===== src/include/drs_pkg.sv =====
package drs_pkg;
    // ****************************************
    // timing
    // ****************************************
    localparam int CLK_MHZ = 100;
    localparam int SS_SLEW_UV_PER_US = 3000;
    localparam int VID_FLY_CHANGE_SLEW_UV_PER_US = 12500;
    localparam int SS_STEP_CYC = CLK_MHZ * 1000 / SS_SLEW_UV_PER_US;
    localparam int VID_FLY_CHANGE_STEP_CYC = CLK_MHZ * 1000 / VID_FLY_CHANGE_SLEW_UV_PER_US;
    localparam int PG_DELAY_US = 100;
    localparam int PG_DELAY_CYC = PG_DELAY_US * CLK_MHZ;
    localparam int CROSS_DELAY_US = 5;
    localparam int CROSS_DELAY_CYC = CROSS_DELAY_US * CLK_MHZ;
    localparam int SVI_READY_MS = 2;
    localparam int SVI_READY_CYC = SVI_READY_MS * 1000 * CLK_MHZ;
    // ****************************************
    // voltages in mV
    // ****************************************
    localparam logic [11:0] BOOT_MV_00 = 12'h44C;
    localparam logic [11:0] BOOT_MV_01 = 12'h3E8;
    localparam logic [11:0] BOOT_MV_10 = 12'h384;
    localparam logic [11:0] BOOT_MV_11 = 12'h320;
    localparam logic [11:0] PG_OFFSET_MV = 12'h12C;
    // ****************************************
    // register map
    // ****************************************
    localparam logic [7:0] REG_CTRL = 8'h00;
    localparam logic [7:0] REG_STATUS = 8'h04;
    localparam logic [7:0] REG_REF = 8'h08;
    localparam logic [7:0] REG_THRESH = 8'h0C;
    localparam logic CTRL_EN_RST = 1'b1;

    typedef enum logic [2:0] {
        ST_OFF = 3'h0,
        ST_WAIT_EN = 3'h1,
        ST_SOFT = 3'h2,
        ST_RUN = 3'h3,
        ST_SHUT = 3'h4
    } drs_state_t;

    // one rail's comparator and protection outputs
    typedef struct packed {
        logic above_pg;
        logic below_off;
        logic ov;
        logic uv;
        logic oc;
    } drs_rail_t;

    function automatic logic [11:0] boot_mv(input logic [1:0] code);
        unique case (code)
            2'h0: boot_mv = BOOT_MV_00;
            2'h1: boot_mv = BOOT_MV_01;
            2'h2: boot_mv = BOOT_MV_10;
            2'h3: boot_mv = BOOT_MV_11;
        endcase
    endfunction
endpackage


===== src/core/drs_ramp.sv =====
`timescale 1ns/100ps
// one mV per period toward the target
module drs_ramp #(
    parameter int W = 12
) (
    input wire logic clk_i,
    input wire logic rst_i,
    input wire logic [W-1:0] target_i,
    input wire logic [7:0] period_i,
    output logic [W-1:0] ref_o,
    output logic at_target_o
);
    logic [7:0] cnt_r;

    assign at_target_o = (ref_o == target_i);

    always_ff @(posedge clk_i) begin
        if (rst_i) begin
            cnt_r <= 8'h00;
            ref_o <= '0;
        end else if (at_target_o) begin
            cnt_r <= 8'h00;
        end else if (cnt_r >= period_i - 8'h01) begin
            cnt_r <= 8'h00;
            ref_o <= (ref_o < target_i) ? ref_o + 1'b1 : ref_o - 1'b1;
        end else begin
            cnt_r <= cnt_r + 8'h01;
        end
    end
endmodule


===== src/core/drs_seq.sv =====
// Added by the designer: the placing of the registers and register access over Wishbone.
`timescale 1ns/100ps
// Overview of operation
// - power ready needs controller supply and driver supply comparators both above threshold.
// - power ready plus enable high starts soft-start on both rails together; code needs an enable rise after power ready, with platform ok low.
// - losing controller supply or driver supply enters power-down, disabling everything.
// - voltage-code interface ready no later than 2 ms after enable.
// - protection latches clear only on power ready low, not on enable low.
// - enable rising edge latches clock and line pins as boot code.
// - both rails soft-start in continuous conduction at 3 mV/us toward boot code.
// - power good after delay when outputs exceed boot minus 300 mV.
// - telemetry line held high until the serial interface runs.
// - platform ok high starts the serial interface, awaiting commands.
// - valid command starts fly change; completion reported at target.
// - platform ok low stops interface, outputs return to boot code.
// - enable loss drops both goods at once and starts soft-shutdown.
// - soft-shutdown ramps down at soft-start slew, continuous conduction kept.
// - each rail stops switching once its sense falls through about 0.2 V.
// - boot code cleared at power ready reset, resampled next enable.
// - goods low while enable low and soft-start; released independently.
// - a rail's good drops on overvoltage, undervoltage, overcurrent or enable low.
// - one rail's protection pulls the other rail's good low 5 us later.
// - platform ok falling drives telemetry high while restoring boot code.
// - serial inputs ignored after platform ok loss until it returns.
module drs_seq #(
    parameter int PG_CYC = drs_pkg::PG_DELAY_CYC,
    parameter int SVI_CYC = drs_pkg::SVI_READY_CYC
) (
    input wire logic clk_i,
    input wire logic rst_i,
    input wire logic ctrl_supply_ok_i,
    input wire logic driver_supply_ok_i,
    input wire logic enable_hi_i,
    input wire drs_pkg::drs_rail_t core_rail_i,
    input wire drs_pkg::drs_rail_t nb_rail_i,
    input wire logic platform_ok_i,
    input wire logic serial_vid_clock_i,
    input wire logic serial_vid_line_i,
    input wire logic cmd_valid_i,
    input wire logic cmd_core_i,
    input wire logic cmd_nb_i,
    input wire logic [11:0] cmd_target_mv_i,
    input wire logic telem_data_i,
    input wire logic wb_cyc_i,
    input wire logic wb_stb_i,
    input wire logic wb_we_i,
    input wire logic [7:0] wb_adr_i,
    input wire logic [3:0] wb_sel_i,
    input wire logic [31:0] wb_dat_i,
    output logic [31:0] wb_dat_o,
    output logic wb_ack_o,
    output logic [11:0] core_ref_o,
    output logic [11:0] nb_ref_o,
    output logic core_switch_o,
    output logic nb_switch_o,
    output logic core_good_o,
    output logic nb_good_o,
    output logic ccm_o,
    output logic svi_run_o,
    output logic telemetry_line_o,
    output logic vid_fly_change_done_o,
    output logic [11:0] pg_thresh_mv_o
);
    // ****************************************
    // synchronised comparators
    // ****************************************
    logic [2:0] sup_s;
    drs_pkg::drs_rail_t core_s, nb_s;
    logic power_ready, en_eff, en_d_r, en_rise;
    logic ctrl_en_r;
    drs_pkg::drs_state_t st_r;
    logic [11:0] ref_w [2];
    drs_sync #(.W(3)) u_sync_sup (.clk_i(clk_i), .rst_i(rst_i),
        .d_i({ctrl_supply_ok_i, driver_supply_ok_i, enable_hi_i}), .q_o(sup_s));
    drs_sync #(.W(10)) u_sync_rail (.clk_i(clk_i), .rst_i(rst_i),
        .d_i({core_rail_i, nb_rail_i}), .q_o({core_s, nb_s}));
    assign power_ready = sup_s[2] & sup_s[1];
    assign en_eff = sup_s[0] & ctrl_en_r;
    assign en_rise = en_eff & ~en_d_r;
    always_ff @(posedge clk_i) begin
        if (rst_i) begin
            en_d_r <= 1'b0;
        end else begin
            en_d_r <= en_eff;
        end
    end

    // ****************************************
    // sequencer
    // ****************************************
    logic [1:0] boot_code_r, boot_pins;
    logic boot_valid_r, order_err_r, start_ok;
    logic [1:0] at_tgt, switch_r;
    drs_pkg::drs_rail_t rail_s [2];
    assign rail_s[0] = core_s;
    assign rail_s[1] = nb_s;
    assign boot_pins = {serial_vid_clock_i, serial_vid_line_i};
    // platform ok already high at enable means wrong order: no start
    assign start_ok = en_rise & ~platform_ok_i;
    always_ff @(posedge clk_i) begin
        if (rst_i || !power_ready) begin
            st_r <= drs_pkg::ST_OFF;
        end else begin
            unique case (st_r)
                drs_pkg::ST_OFF: st_r <= drs_pkg::ST_WAIT_EN;
                drs_pkg::ST_WAIT_EN: begin
                    if (start_ok) begin
                        st_r <= drs_pkg::ST_SOFT;
                    end
                end
                drs_pkg::ST_SOFT: begin
                    if (!en_eff) begin
                        st_r <= drs_pkg::ST_SHUT;
                    end else if (ref_w[0] == drs_pkg::boot_mv(boot_code_r)
                            && ref_w[1] == drs_pkg::boot_mv(boot_code_r)) begin
                        // targets are still zero on entry: wait for the boot level itself
                        st_r <= drs_pkg::ST_RUN;
                    end
                end
                drs_pkg::ST_RUN: begin
                    if (!en_eff) begin
                        st_r <= drs_pkg::ST_SHUT;
                    end
                end
                drs_pkg::ST_SHUT: begin
                    if (switch_r == 2'b00) begin
                        st_r <= drs_pkg::ST_WAIT_EN;
                    end
                end
                default: st_r <= drs_pkg::ST_OFF;
            endcase
        end
    end
    always_ff @(posedge clk_i) begin
        if (rst_i || !power_ready) begin
            boot_code_r <= 2'h0;
            boot_valid_r <= 1'b0;
            order_err_r <= 1'b0;
        end else if (st_r == drs_pkg::ST_WAIT_EN && en_rise) begin
            order_err_r <= platform_ok_i;
            if (!platform_ok_i) begin
                boot_code_r <= boot_pins;
                boot_valid_r <= 1'b1;
            end
        end
    end
    always_ff @(posedge clk_i) begin
        for (int i = 0; i < 2; i++) begin
            if (rst_i || st_r == drs_pkg::ST_OFF || st_r == drs_pkg::ST_WAIT_EN) begin
                switch_r[i] <= 1'b0;
            end else if (st_r == drs_pkg::ST_SOFT) begin
                switch_r[i] <= 1'b1;
            end else if (st_r == drs_pkg::ST_SHUT && rail_s[i].below_off) begin
                switch_r[i] <= 1'b0;
            end
        end
    end

    // ****************************************
    // serial interface gating
    // ****************************************
    localparam int SVW = $clog2(SVI_CYC + 1);
    logic [SVW-1:0] svi_cnt_r;
    logic svi_ready_r, svi_run_r, pok_d_r, pok_fall, cmd_acc;
    assign pok_fall = pok_d_r & ~platform_ok_i;
    always_ff @(posedge clk_i) begin
        if (rst_i || !en_eff || st_r == drs_pkg::ST_WAIT_EN || st_r == drs_pkg::ST_OFF) begin
            svi_cnt_r <= '0;
            svi_ready_r <= 1'b0;
        end else if (svi_cnt_r == SVW'(SVI_CYC - 1)) begin
            svi_ready_r <= 1'b1;
        end else begin
            svi_cnt_r <= svi_cnt_r + 1'b1;
        end
    end
    always_ff @(posedge clk_i) begin
        if (rst_i) begin
            pok_d_r <= 1'b0;
            svi_run_r <= 1'b0;
        end else begin
            pok_d_r <= platform_ok_i;
            svi_run_r <= svi_ready_r & platform_ok_i & en_eff & ~order_err_r;
        end
    end
    always_ff @(posedge clk_i) begin
        if (rst_i) begin
            telemetry_line_o <= 1'b1;
        end else if (svi_run_r && platform_ok_i) begin
            telemetry_line_o <= telem_data_i;
        end else begin
            telemetry_line_o <= 1'b1;
        end
    end
    // commands only while the interface runs
    assign cmd_acc = cmd_valid_i & svi_run_r & platform_ok_i & (st_r == drs_pkg::ST_RUN);

    // ****************************************
    // reference targets and ramps
    // ****************************************
    logic [11:0] target_r [2];
    logic slow_r, vid_fly_change_pend_r;
    logic [7:0] period;
    assign period = slow_r ? 8'(drs_pkg::SS_STEP_CYC) : 8'(drs_pkg::VID_FLY_CHANGE_STEP_CYC);
    always_ff @(posedge clk_i) begin
        for (int i = 0; i < 2; i++) begin
            if (rst_i) begin
                target_r[i] <= 12'h000;
            end else begin
                unique case (st_r)
                    drs_pkg::ST_SOFT: target_r[i] <= drs_pkg::boot_mv(boot_code_r);
                    drs_pkg::ST_RUN: begin
                        if (!en_eff) begin
                            target_r[i] <= 12'h000;
                        end else if (pok_fall) begin
                            target_r[i] <= drs_pkg::boot_mv(boot_code_r);
                        end else if (cmd_acc && (i == 0 ? cmd_core_i : cmd_nb_i)) begin
                            target_r[i] <= cmd_target_mv_i;
                        end
                    end
                    default: target_r[i] <= 12'h000;
                endcase
            end
        end
    end
    always_ff @(posedge clk_i) begin
        if (rst_i) begin
            slow_r <= 1'b1;
        end else begin
            slow_r <= (st_r != drs_pkg::ST_RUN) | ~en_eff;
        end
    end
    always_ff @(posedge clk_i) begin
        if (rst_i || st_r != drs_pkg::ST_RUN) begin
            vid_fly_change_pend_r <= 1'b0;
            vid_fly_change_done_o <= 1'b0;
        end else if (cmd_acc) begin
            vid_fly_change_pend_r <= 1'b1;
            vid_fly_change_done_o <= 1'b0;
        end else begin
            vid_fly_change_done_o <= vid_fly_change_pend_r & (&at_tgt) & svi_run_r;
            if (&at_tgt) begin
                vid_fly_change_pend_r <= 1'b0;
            end
        end
    end
    drs_ramp u_ramp_core (.clk_i(clk_i), .rst_i(rst_i), .target_i(target_r[0]), .period_i(period),
        .ref_o(ref_w[0]), .at_target_o(at_tgt[0]));
    drs_ramp u_ramp_nb (.clk_i(clk_i), .rst_i(rst_i), .target_i(target_r[1]), .period_i(period),
        .ref_o(ref_w[1]), .at_target_o(at_tgt[1]));

    // ****************************************
    // protection and power good
    // ****************************************
    localparam int PGW = $clog2(PG_CYC + 1);
    localparam int CRW = $clog2(drs_pkg::CROSS_DELAY_CYC + 1);
    logic [1:0] fault_r, cross_r, good_r, kill;
    logic [PGW-1:0] pg_cnt_r [2];
    logic [CRW-1:0] cr_cnt_r [2];
    assign kill[0] = fault_r[0] | cross_r[1] | ~en_eff;
    assign kill[1] = fault_r[1] | cross_r[0] | ~en_eff;
    always_ff @(posedge clk_i) begin
        for (int i = 0; i < 2; i++) begin
            if (rst_i || !power_ready) begin
                fault_r[i] <= 1'b0;
                cross_r[i] <= 1'b0;
                cr_cnt_r[i] <= '0;
            end else begin
                if (rail_s[i].ov || rail_s[i].uv || rail_s[i].oc) begin
                    fault_r[i] <= 1'b1;
                end
                if (fault_r[i] && !cross_r[i]) begin
                    if (cr_cnt_r[i] == CRW'(drs_pkg::CROSS_DELAY_CYC - 1)) begin
                        cross_r[i] <= 1'b1;
                    end else begin
                        cr_cnt_r[i] <= cr_cnt_r[i] + 1'b1;
                    end
                end
            end
        end
    end
    always_ff @(posedge clk_i) begin
        for (int i = 0; i < 2; i++) begin
            if (rst_i || kill[i] || st_r != drs_pkg::ST_RUN || !rail_s[i].above_pg) begin
                good_r[i] <= 1'b0;
                pg_cnt_r[i] <= '0;
            end else if (pg_cnt_r[i] == PGW'(PG_CYC - 1)) begin
                good_r[i] <= 1'b1;
            end else begin
                pg_cnt_r[i] <= pg_cnt_r[i] + 1'b1;
            end
        end
    end
    always_ff @(posedge clk_i) begin
        if (rst_i) begin
            ccm_o <= 1'b1;
            pg_thresh_mv_o <= 12'h000;
        end else begin
            ccm_o <= (st_r != drs_pkg::ST_RUN) | ~svi_run_r | vid_fly_change_pend_r | ~(&at_tgt);
            pg_thresh_mv_o <= drs_pkg::boot_mv(boot_code_r) - drs_pkg::PG_OFFSET_MV;
        end
    end
    assign core_ref_o = ref_w[0];
    assign nb_ref_o = ref_w[1];
    assign core_switch_o = switch_r[0];
    assign nb_switch_o = switch_r[1];
    assign core_good_o = good_r[0];
    assign nb_good_o = good_r[1];
    assign svi_run_o = svi_run_r;

    // ****************************************
    // wishbone slave
    // ****************************************
    logic wb_req;
    assign wb_req = wb_cyc_i & wb_stb_i & ~wb_ack_o;
    always_ff @(posedge clk_i) begin
        if (rst_i) begin
            wb_ack_o <= 1'b0;
            wb_dat_o <= 32'h0000_0000;
            ctrl_en_r <= drs_pkg::CTRL_EN_RST;
        end else begin
            wb_ack_o <= wb_req;
            // a write lands at the edge where the master sees ack
            if (wb_ack_o && wb_cyc_i && wb_stb_i && wb_we_i && wb_adr_i == drs_pkg::REG_CTRL && wb_sel_i[0]) begin
                ctrl_en_r <= wb_dat_i[0];
            end
            unique case (wb_adr_i)
                drs_pkg::REG_CTRL: wb_dat_o <= {31'h0, ctrl_en_r};
                drs_pkg::REG_STATUS: wb_dat_o <= {17'h0, cross_r, vid_fly_change_pend_r, svi_run_r, order_err_r,
                    fault_r, good_r, boot_valid_r, boot_code_r, st_r};
                drs_pkg::REG_REF: wb_dat_o <= {4'h0, ref_w[1], 4'h0, ref_w[0]};
                drs_pkg::REG_THRESH: wb_dat_o <= {20'h0, pg_thresh_mv_o};
                default: wb_dat_o <= 32'h0000_0000;
            endcase
        end
    end

    localparam int CROSS_MAX = 502;
endmodule


===== src/core/drs_sync.sv =====
`timescale 1ns/100ps
module drs_sync #(
    parameter int W = 1
) (
    input wire logic clk_i,
    input wire logic rst_i,
    input wire logic [W-1:0] d_i,
    output logic [W-1:0] q_o
);
    logic [W-1:0] meta_r;

    always_ff @(posedge clk_i) begin
        if (rst_i) begin
            meta_r <= '0;
            q_o <= '0;
        end else begin
            meta_r <= d_i;
            q_o <= meta_r;
        end
    end
endmodule


===== config.mk =====
export PLATFORM = sky130hd
export DESIGN_NAME = drs_seq
export DESIGN_NICKNAME = d
export VERILOG_FILES = /design/src/include/drs_pkg.sv /design/src/core/drs_ramp.sv /design/src/core/drs_seq.sv /design/src/core/drs_sync.sv
export SDC_FILE = /design/constraint.sdc
export NUM_CORES = 1
export LEC_CHECK = 0
export BUFFER_PORTS_ARGS = -buffer_cell sky130_fd_sc_hd__buf_4
export CORE_AREA = 2 2 197 122
export DETAILED_ROUTE_END_ITERATION = 10
export DIE_AREA = 0 0 199 124
export PLACE_DENSITY = 0.67
export SLEW_MARGIN = 20
export SYNTH_ARGS = -nofsm -noshare
export SYNTH_HDL_FRONTEND = slang
export SYNTH_HIERARCHICAL = 1
export SYNTH_SLANG_ARGS = --single-unit

===== constraint.sdc =====
create_clock -name clk_i -period 6.4 [get_ports clk_i]
set_input_delay 0.32 -clock clk_i [delete_from_list [all_inputs] [get_ports clk_i]]
set_output_delay 0.32 -clock clk_i [all_outputs]
set_load 0.02 [all_outputs]

## Yosys cells after proc, flatten, opt, wreduce, memory -nomap -nowiden

Memory sizes are Yosys's and may differ from the RTL's.
Index checks and enable logic that the tools add are counted.

| storage, ports and cells | value |
|---|---|
| register bits | 154 |
| RAM bits | 70 |
| bits of input ports | 81 |
| output and inout bits | 77 |
| word-level logic and storage cells | 271 |
| memories | 3 |

| operators by class | value |
|---|---|
| $add $sub $neg | 13 |
| $lt $le $gt $ge | 4 |
| equality and inequality tests | 24 |
| mux-type cells | 90 |
| bitwise gates (word level) | 47 |
| reduce and logical (&&, ||, !) cells | 56 |

Memories:

| name | depth | bits a word | rd ports | clocked after memory_dff | wr ports | line | source |
|---|---|---|---|---|---|---|---|
| pg_cnt_r | 2 | 14 | 2 | 0 | 2 | drs_seq.sv:257 | `logic [PGW-1:0] pg_cnt_r [2];` |
| target_r | 2 | 12 | 2 | 0 | 2 | drs_seq.sv:200 | `logic [11:0] target_r [2];` |
| cr_cnt_r | 2 | 9 | 2 | 0 | 2 | drs_seq.sv:258 | `logic [CRW-1:0] cr_cnt_r [2];` |

Operator list:

| kind | number |
|---|---|
| 12-bit two-way mux | 22 |
| 28-bit case mux with 4 select lines | 1 |
| 1-bit two-way mux | 55 |
| 12-bit == test | 4 |
| 12-bit case mux with 4 select lines | 1 |
| 14-bit by 1-bit adder with 14-bit output (second input constant) | 2 |
| 14-bit == test (second input constant) | 2 |
| 14-bit two-way mux | 2 |
| 12-bit by 1-bit adder with 12-bit output (second input constant) | 2 |
| 12-bit less-than comparator | 2 |
| 12-bit by 1-bit subtractor with 12-bit output (second input constant) | 2 |
| 1-bit bitwise OR | 22 |
| 18-bit by 1-bit adder with 18-bit output (second input constant) | 1 |
| 9-bit by 1-bit adder with 9-bit output (second input constant) | 2 |
| 18-bit == test (second input constant) | 1 |
| 9-bit == test (second input constant) | 2 |
| 9-bit two-way mux | 2 |
| 1-bit logical OR | 17 |
| 8-bit by 1-bit adder with 8-bit output (second input constant) | 2 |
| 8-bit by 4-bit == test with 1-bit output (second input constant) | 2 |
| 8-bit >= comparator | 2 |
| 1-bit bitwise AND | 15 |
| 3-bit two-way mux | 5 |
| 3-bit case mux with 5 select lines | 1 |
| other kinds (23) | 65 |

## Logic depth before layout (Yosys ltp)

| logic depth | value |
|---|---|
| word-level depth | 12 |
| depth in mapped cells | 14 |
| depth with buffers taken out | 14 |

## Hierarchy

The synthesis kept the hierarchy.

Modules (own cells, without submodules):

| module | times used | cells each | area each (µm²) | seq. area each (µm²) |
|---|---|---|---|---|
| drs_seq | 1 | 697 | 6969.2 | 3683.5 |
| drs_ramp | 2 | 208 | 1766.7 | 400.4 |
| drs_sync at u_sync_rail | 1 | 42 | 618.1 | 400.4 |
| drs_sync at u_sync_sup | 1 | 12 | 157.7 | 120.1 |

## Worst setup path after synthesis

No wires, ideal clock.

| timing | value |
|---|---|
| path type | register to register |
| start | register u_ramp_core.ref_o[1] |
| end | register u_ramp_core.ref_o[8] |
| setup time | 0.128 ns |
| data arrival time | 3.046 ns |
| data required time | 6.272 ns |
| path slack | 3.226 ns |
| stages on the path, launching flop included | 14 |
| buffers on the path | 0 |
| period minus slack after synthesis | 3.174 ns |
| path through | dfxtp_1 > ha_1 > nor2b_1 > o211ai_2 > a21oi_1 > a2111o_1 > ha_1 > a21oi_1 > o21ai_1 > a2111oi_0 > or3_1 > xnor2_1 > mux2i_1 > nor2_1 |

| on the way | value |
|---|---|
| word-level cells in the longest chain between the ends | 3 |
| elaborated cells between the ends (all ways) | 7 |
| those cells by class | 2 x add/sub; 1 x order compare; 1 x eq/ne; 1 x mux; 1 x bitwise; 1 x reduce/logical |

Ends and longest elaborated chain:

| what | line | source |
|---|---|---|
| start: declaration | drs_ramp.sv:10 | `output logic [W-1:0] ref_o,` |
| start signal: assignment | drs_ramp.sv:25 | `ref_o <= (ref_o < target_i) ? ref_o + 1'b1 : ref_o - 1'b1;` |
| parallel branches: the longest is 3 deep, another holds 12-bit by 1-bit subtractor with 12-bit output | - |  |

Several ways; the timed one is not identified.
A chain may end at the register's enable or synchronous reset.

## Final worst setup path

| timing | value |
|---|---|
| start | register u_ramp_core.ref_o[6] |
| end | register u_ramp_core.ref_o[8] |

The elaborated chain is that of the path after synthesis.

==> summary.txt <==
Route
  • DRT antenna net count: 0
  • Iteration-0 DRC Markers: 694
  • Via Count: 8,604
  • Vias/cell: 5.27
  • Routed wire length: 26.5 mm
  • Pre-Repair DR Iteration Count: 5
  • Wire per inst: 16.2 µm
  • DR DRC count: 0

CTS
  • Clock-pin slew on the worst setup and hold paths: 0.06 ns
  • Clock buffer depth: 3
  • CTS tree: done
  • CTS buffer count: 22
  • Clk Latency, worst-skew pair: 0.52 ns
  • CTS sink count: 215
  • Root buffer cell: clkbuf_16
  • Htree depth: 1

Power
  • Clock share of power: 0.468
  • Worst vdd rail ir drop: 155 µV
  • Sw power: 0.000583 W
  • Sequential Power Share: 0.504
  • Power Dens Cells: 213 nW/µm²
  • Switch share: 0.208
  • Comb power frac: 0.028
  • P_leak: 5.27 nW
  • Internal power: 0.00222 W

Critical path
  • CP Launch Type: flop
  • Kind of critical path: flop to flop
  • WP data required: 6.76 ns
  • FF-to-FF setup slack: 2.77 ns
  • Worst Setup EP: u_ramp_core/ref_o[8]
  • Worst r2r dst: u_ramp_core/ref_o[8]
  • Worst r2r src: u_ramp_core/ref_o[6]
  • R2R depth: 13
  • CP startpoint: u_ramp_core/ref_o[6]
  • Worst path arrival time: 3.99 ns
  • Endpoint class of the critical path: flop
  • CP max FO: 12

Synthesis
  • Cell Area, Synth: 11,300 µm²
  • Post-Syn Instances: 1,167
  • Seq/Total Area, Yosys: 0.444
  • Synth Area in XOR/XNOR: 0.0707
  • Main combinational cell family by area after synthesis: simple AND/OR/NAND/NOR gates
  • Synthesis-stage register bit count: 215
  • Compound-Gate Fraction of Synth Area: 0.103
  • Mean Syn Cell Area: 9.66 µm²
  • Post-Synth Simple-Gate Area: 0.227
  • Post-synthesis mux area share: 0.0263
  • Post-synth EDFFs: 70
  • Warning count from the yosys run: 6
  • FFs w/ async S/R, synth: 0
  • Yosys top cell area share: 0.257
  • Synth Area in Adders: 0.0856
  • Most instantiated cells after synthesis: nor2_1, dfxtp_1, ha_1
  • Area contributors post-synth: dfxtp_1, edfxtp_1, ha_1, nor2_1, xnor2_1
  • Cell variety after synth: 79
  • Top-count cell post-synth: nor2_1
  • Yosys top cell by area: dfxtp_1
  • Top_reg_cell synth: dfxtp_1

Run status
  • Status: finished, final reports clean

Floorplan
  • Die area: 24,700 µm²
  • DIE HEIGHT: 124 µm
  • Row count: 43
  • Die width: 199 µm
  • IO Pins: 158
  • Placeable Area: 22,800 µm²
  • Initial core utilization: 0.496

GRT
  • First-pass GRT wire length: 42.0 mm
  • GR Overflow Total: 0
  • Number of global-route vias before repair: 7,845
  • Pin count of the biggest net entering global routing: 72
  • Initial antenna violation count: 0
  • Total global-route track usage: 0.217

STA
  • Unrepaired setup endpoints after global routing: no
  • Period minus WS final: 3.63 ns
  • Slew Viols, Final: 0
  • Setup Skew: 0.0178 ns
  • Slew Limit Headroom: 0.368
  • Hold Vio Cnt, Final: 0
  • Fmax: 276 MHz
  • # setup viols final: 0
  • Final period util: 0.567
  • Least-Margin Pin Slew: 0.948 ns
  • Sum Neg Setup Slack: 0 ns

Place
  • Routability congestion estimate: 0.856
  • Placed insts: 1,590
  • Number of buffers added on ports: 114
  • Hpwl dp: 19.3 mm
  • Dpl cell area: 12,400 µm²

Final layout
  • Fin nets: 1,458
  • Fill count: 2,040
  • Sequential cell area: 5000 µm²
  • Layout Cells excl Fill: 1,632
  • Area of the multi-input gates: 5920 µm²
  • Final Instance Area: 13,200 µm²
  • Fraction of layout cells with a size suffix above 1: 0.151
  • ANT cells: 0
  • Area added between synthesis and finish: 16.8%

Worst hold path
  • Hold_sp: core_rail_i[0]
  • HP Class: input port to flop

Run
  • Max-cap viol count: 0
flip-flops by register name (all words and copies together) (netlist names), 2 cells and up:
signal              flops
u_ramp_core/cnt_r       8
u_sync_rail/meta_r     10
cr_cnt_r               18
wb_dat_o               27
u_ramp_nb/cnt_r         8
pg_cnt_r               28
u_sync_rail/q_o        10
fault_r                 2
switch_r                2
svi_cnt_r              18
u_ramp_core/ref_o      12
good_r                  2
u_ramp_nb/ref_o        12
u_sync_sup/meta_r       3
u_sync_sup/q_o          3
cross_r                 2
st_r                    3
pg_thresh_mv_o          8
target_r               24
boot_code_r             2
per-stage QoR:
stage / total power (W) / worst slack, ns / hold slack, ns / utilization
after floorplan: 0.00149 / 3.23 / 0.382 / -
after global placement: 0.00152 / 2.88 / 0.424 / 0.545
after detailed placement: 0.00152 / 2.85 / 0.421 / 0.545
after CTS: 0.00283 / 2.80 / 0.000667 / 0.579
after global routing: 0.00289 / 2.51 / 0.00850 / 0.579
final: 0.00280 / 2.77 / 0.0142 / 0.579
worst min path at each step:
stage                             to  cells past startpoint
3_5_place_dp      u_sync_rail/q_o[6]                      1
4_1_cts        u_sync_rail/meta_r[1]                      2
6_report       u_sync_rail/meta_r[5]                      2
2_1_floorplan  u_ramp_core/ref_o[11]                      1
5_1_grt        u_sync_rail/meta_r[5]                      2
3_3_place_gp      u_sync_rail/q_o[4]                      1
placed cells by master (no fill, tap or decap), drive strengths merged, types with 5 or more instances in the layout:
cell,count
nand4,25
nor4,16
or2,6
inv,63
xnor2,60
o211ai,6
o21a,6
a21o,18
and3,24
or4,6
and2,22
edfxtp,70
a211oi,9
clkbuf,33
dfxtp,145
conb,37
nand2b,9
or3,15
a22oi,11
mux2i,24
xor2,31
nand3,50
ha,74
mux2,5
o21ai,35
nor2b,43
nand2,53
buf,115
nor3,23
and4,8
nor2,154
a21oi,63
routing by layer:
| metal | vias to the layer above | track usage | share of wire |
|---|---|---|---|
| li1 | 4358 | - | - |
| met1 | 3949 | 0.332 | 0.51 |
| met2 | 261 | 0.319 | 0.41 |
| met3 | 36 | 0.0371 | 0.063 |
| met4 | 0 | 0.0471 | 0.018 |
| met5 | - | 0 | 0 |
timing repair:
action	4_1_cts	5_1_grt
hold buffers	2	0
hold endpoints to repair	2	0
buffers inserted	0	0
resized for setup	0	0
logic make-up after synthesis:
family,Yosys count
AOI/OAI and AO/OA,177
DFF,215
xor gates and xnor gates,91
other,1
buffers and inverters,106
adders and majority gates,76
muxes,29
and+or+nand+nor,472
worst max-delay path, cell delays in order, from the launching register on:
cell and delay [ns]:
dfxtp_1 0.58, ha_1 0.34, nand4_1 0.10, or2_1 0.16
a21oi_1 0.08, a2111o_1 0.59, ha_1 0.46, a21oi_1 0.11
o21ai_1 0.22, a2111oi_0 0.13, or3_1 0.40, xnor2_1 0.13
mux2i_1 0.13, nor2_1 0.05
power groups by stage:
stage | clock, W | sequential [W] | combinational (W)
4_1_cts | 0.00134 | 0.00141 | 0.0000783
6_report | 0.00131 | 0.00141 | 0.0000785
3_3_place_gp | 0 | 0.00144 | 0.0000764
3_5_place_dp | 0 | 0.00144 | 0.0000770
5_1_grt | 0.00139 | 0.00141 | 0.0000859
2_1_floorplan | 0 | 0.00144 | 0.0000437
area by class of cell:
type                            instances  area share
Multi-Input combinational cell        882       0.449
Timing Repair Buffer                  117      0.0671
Inverter                               63      0.0180
Tap cell                              315      0.0299
Clock buffer                           33      0.0487
Clock inverter                          7     0.00741
Sequential cell                       215       0.380
(Power assumes the default switching activity.)
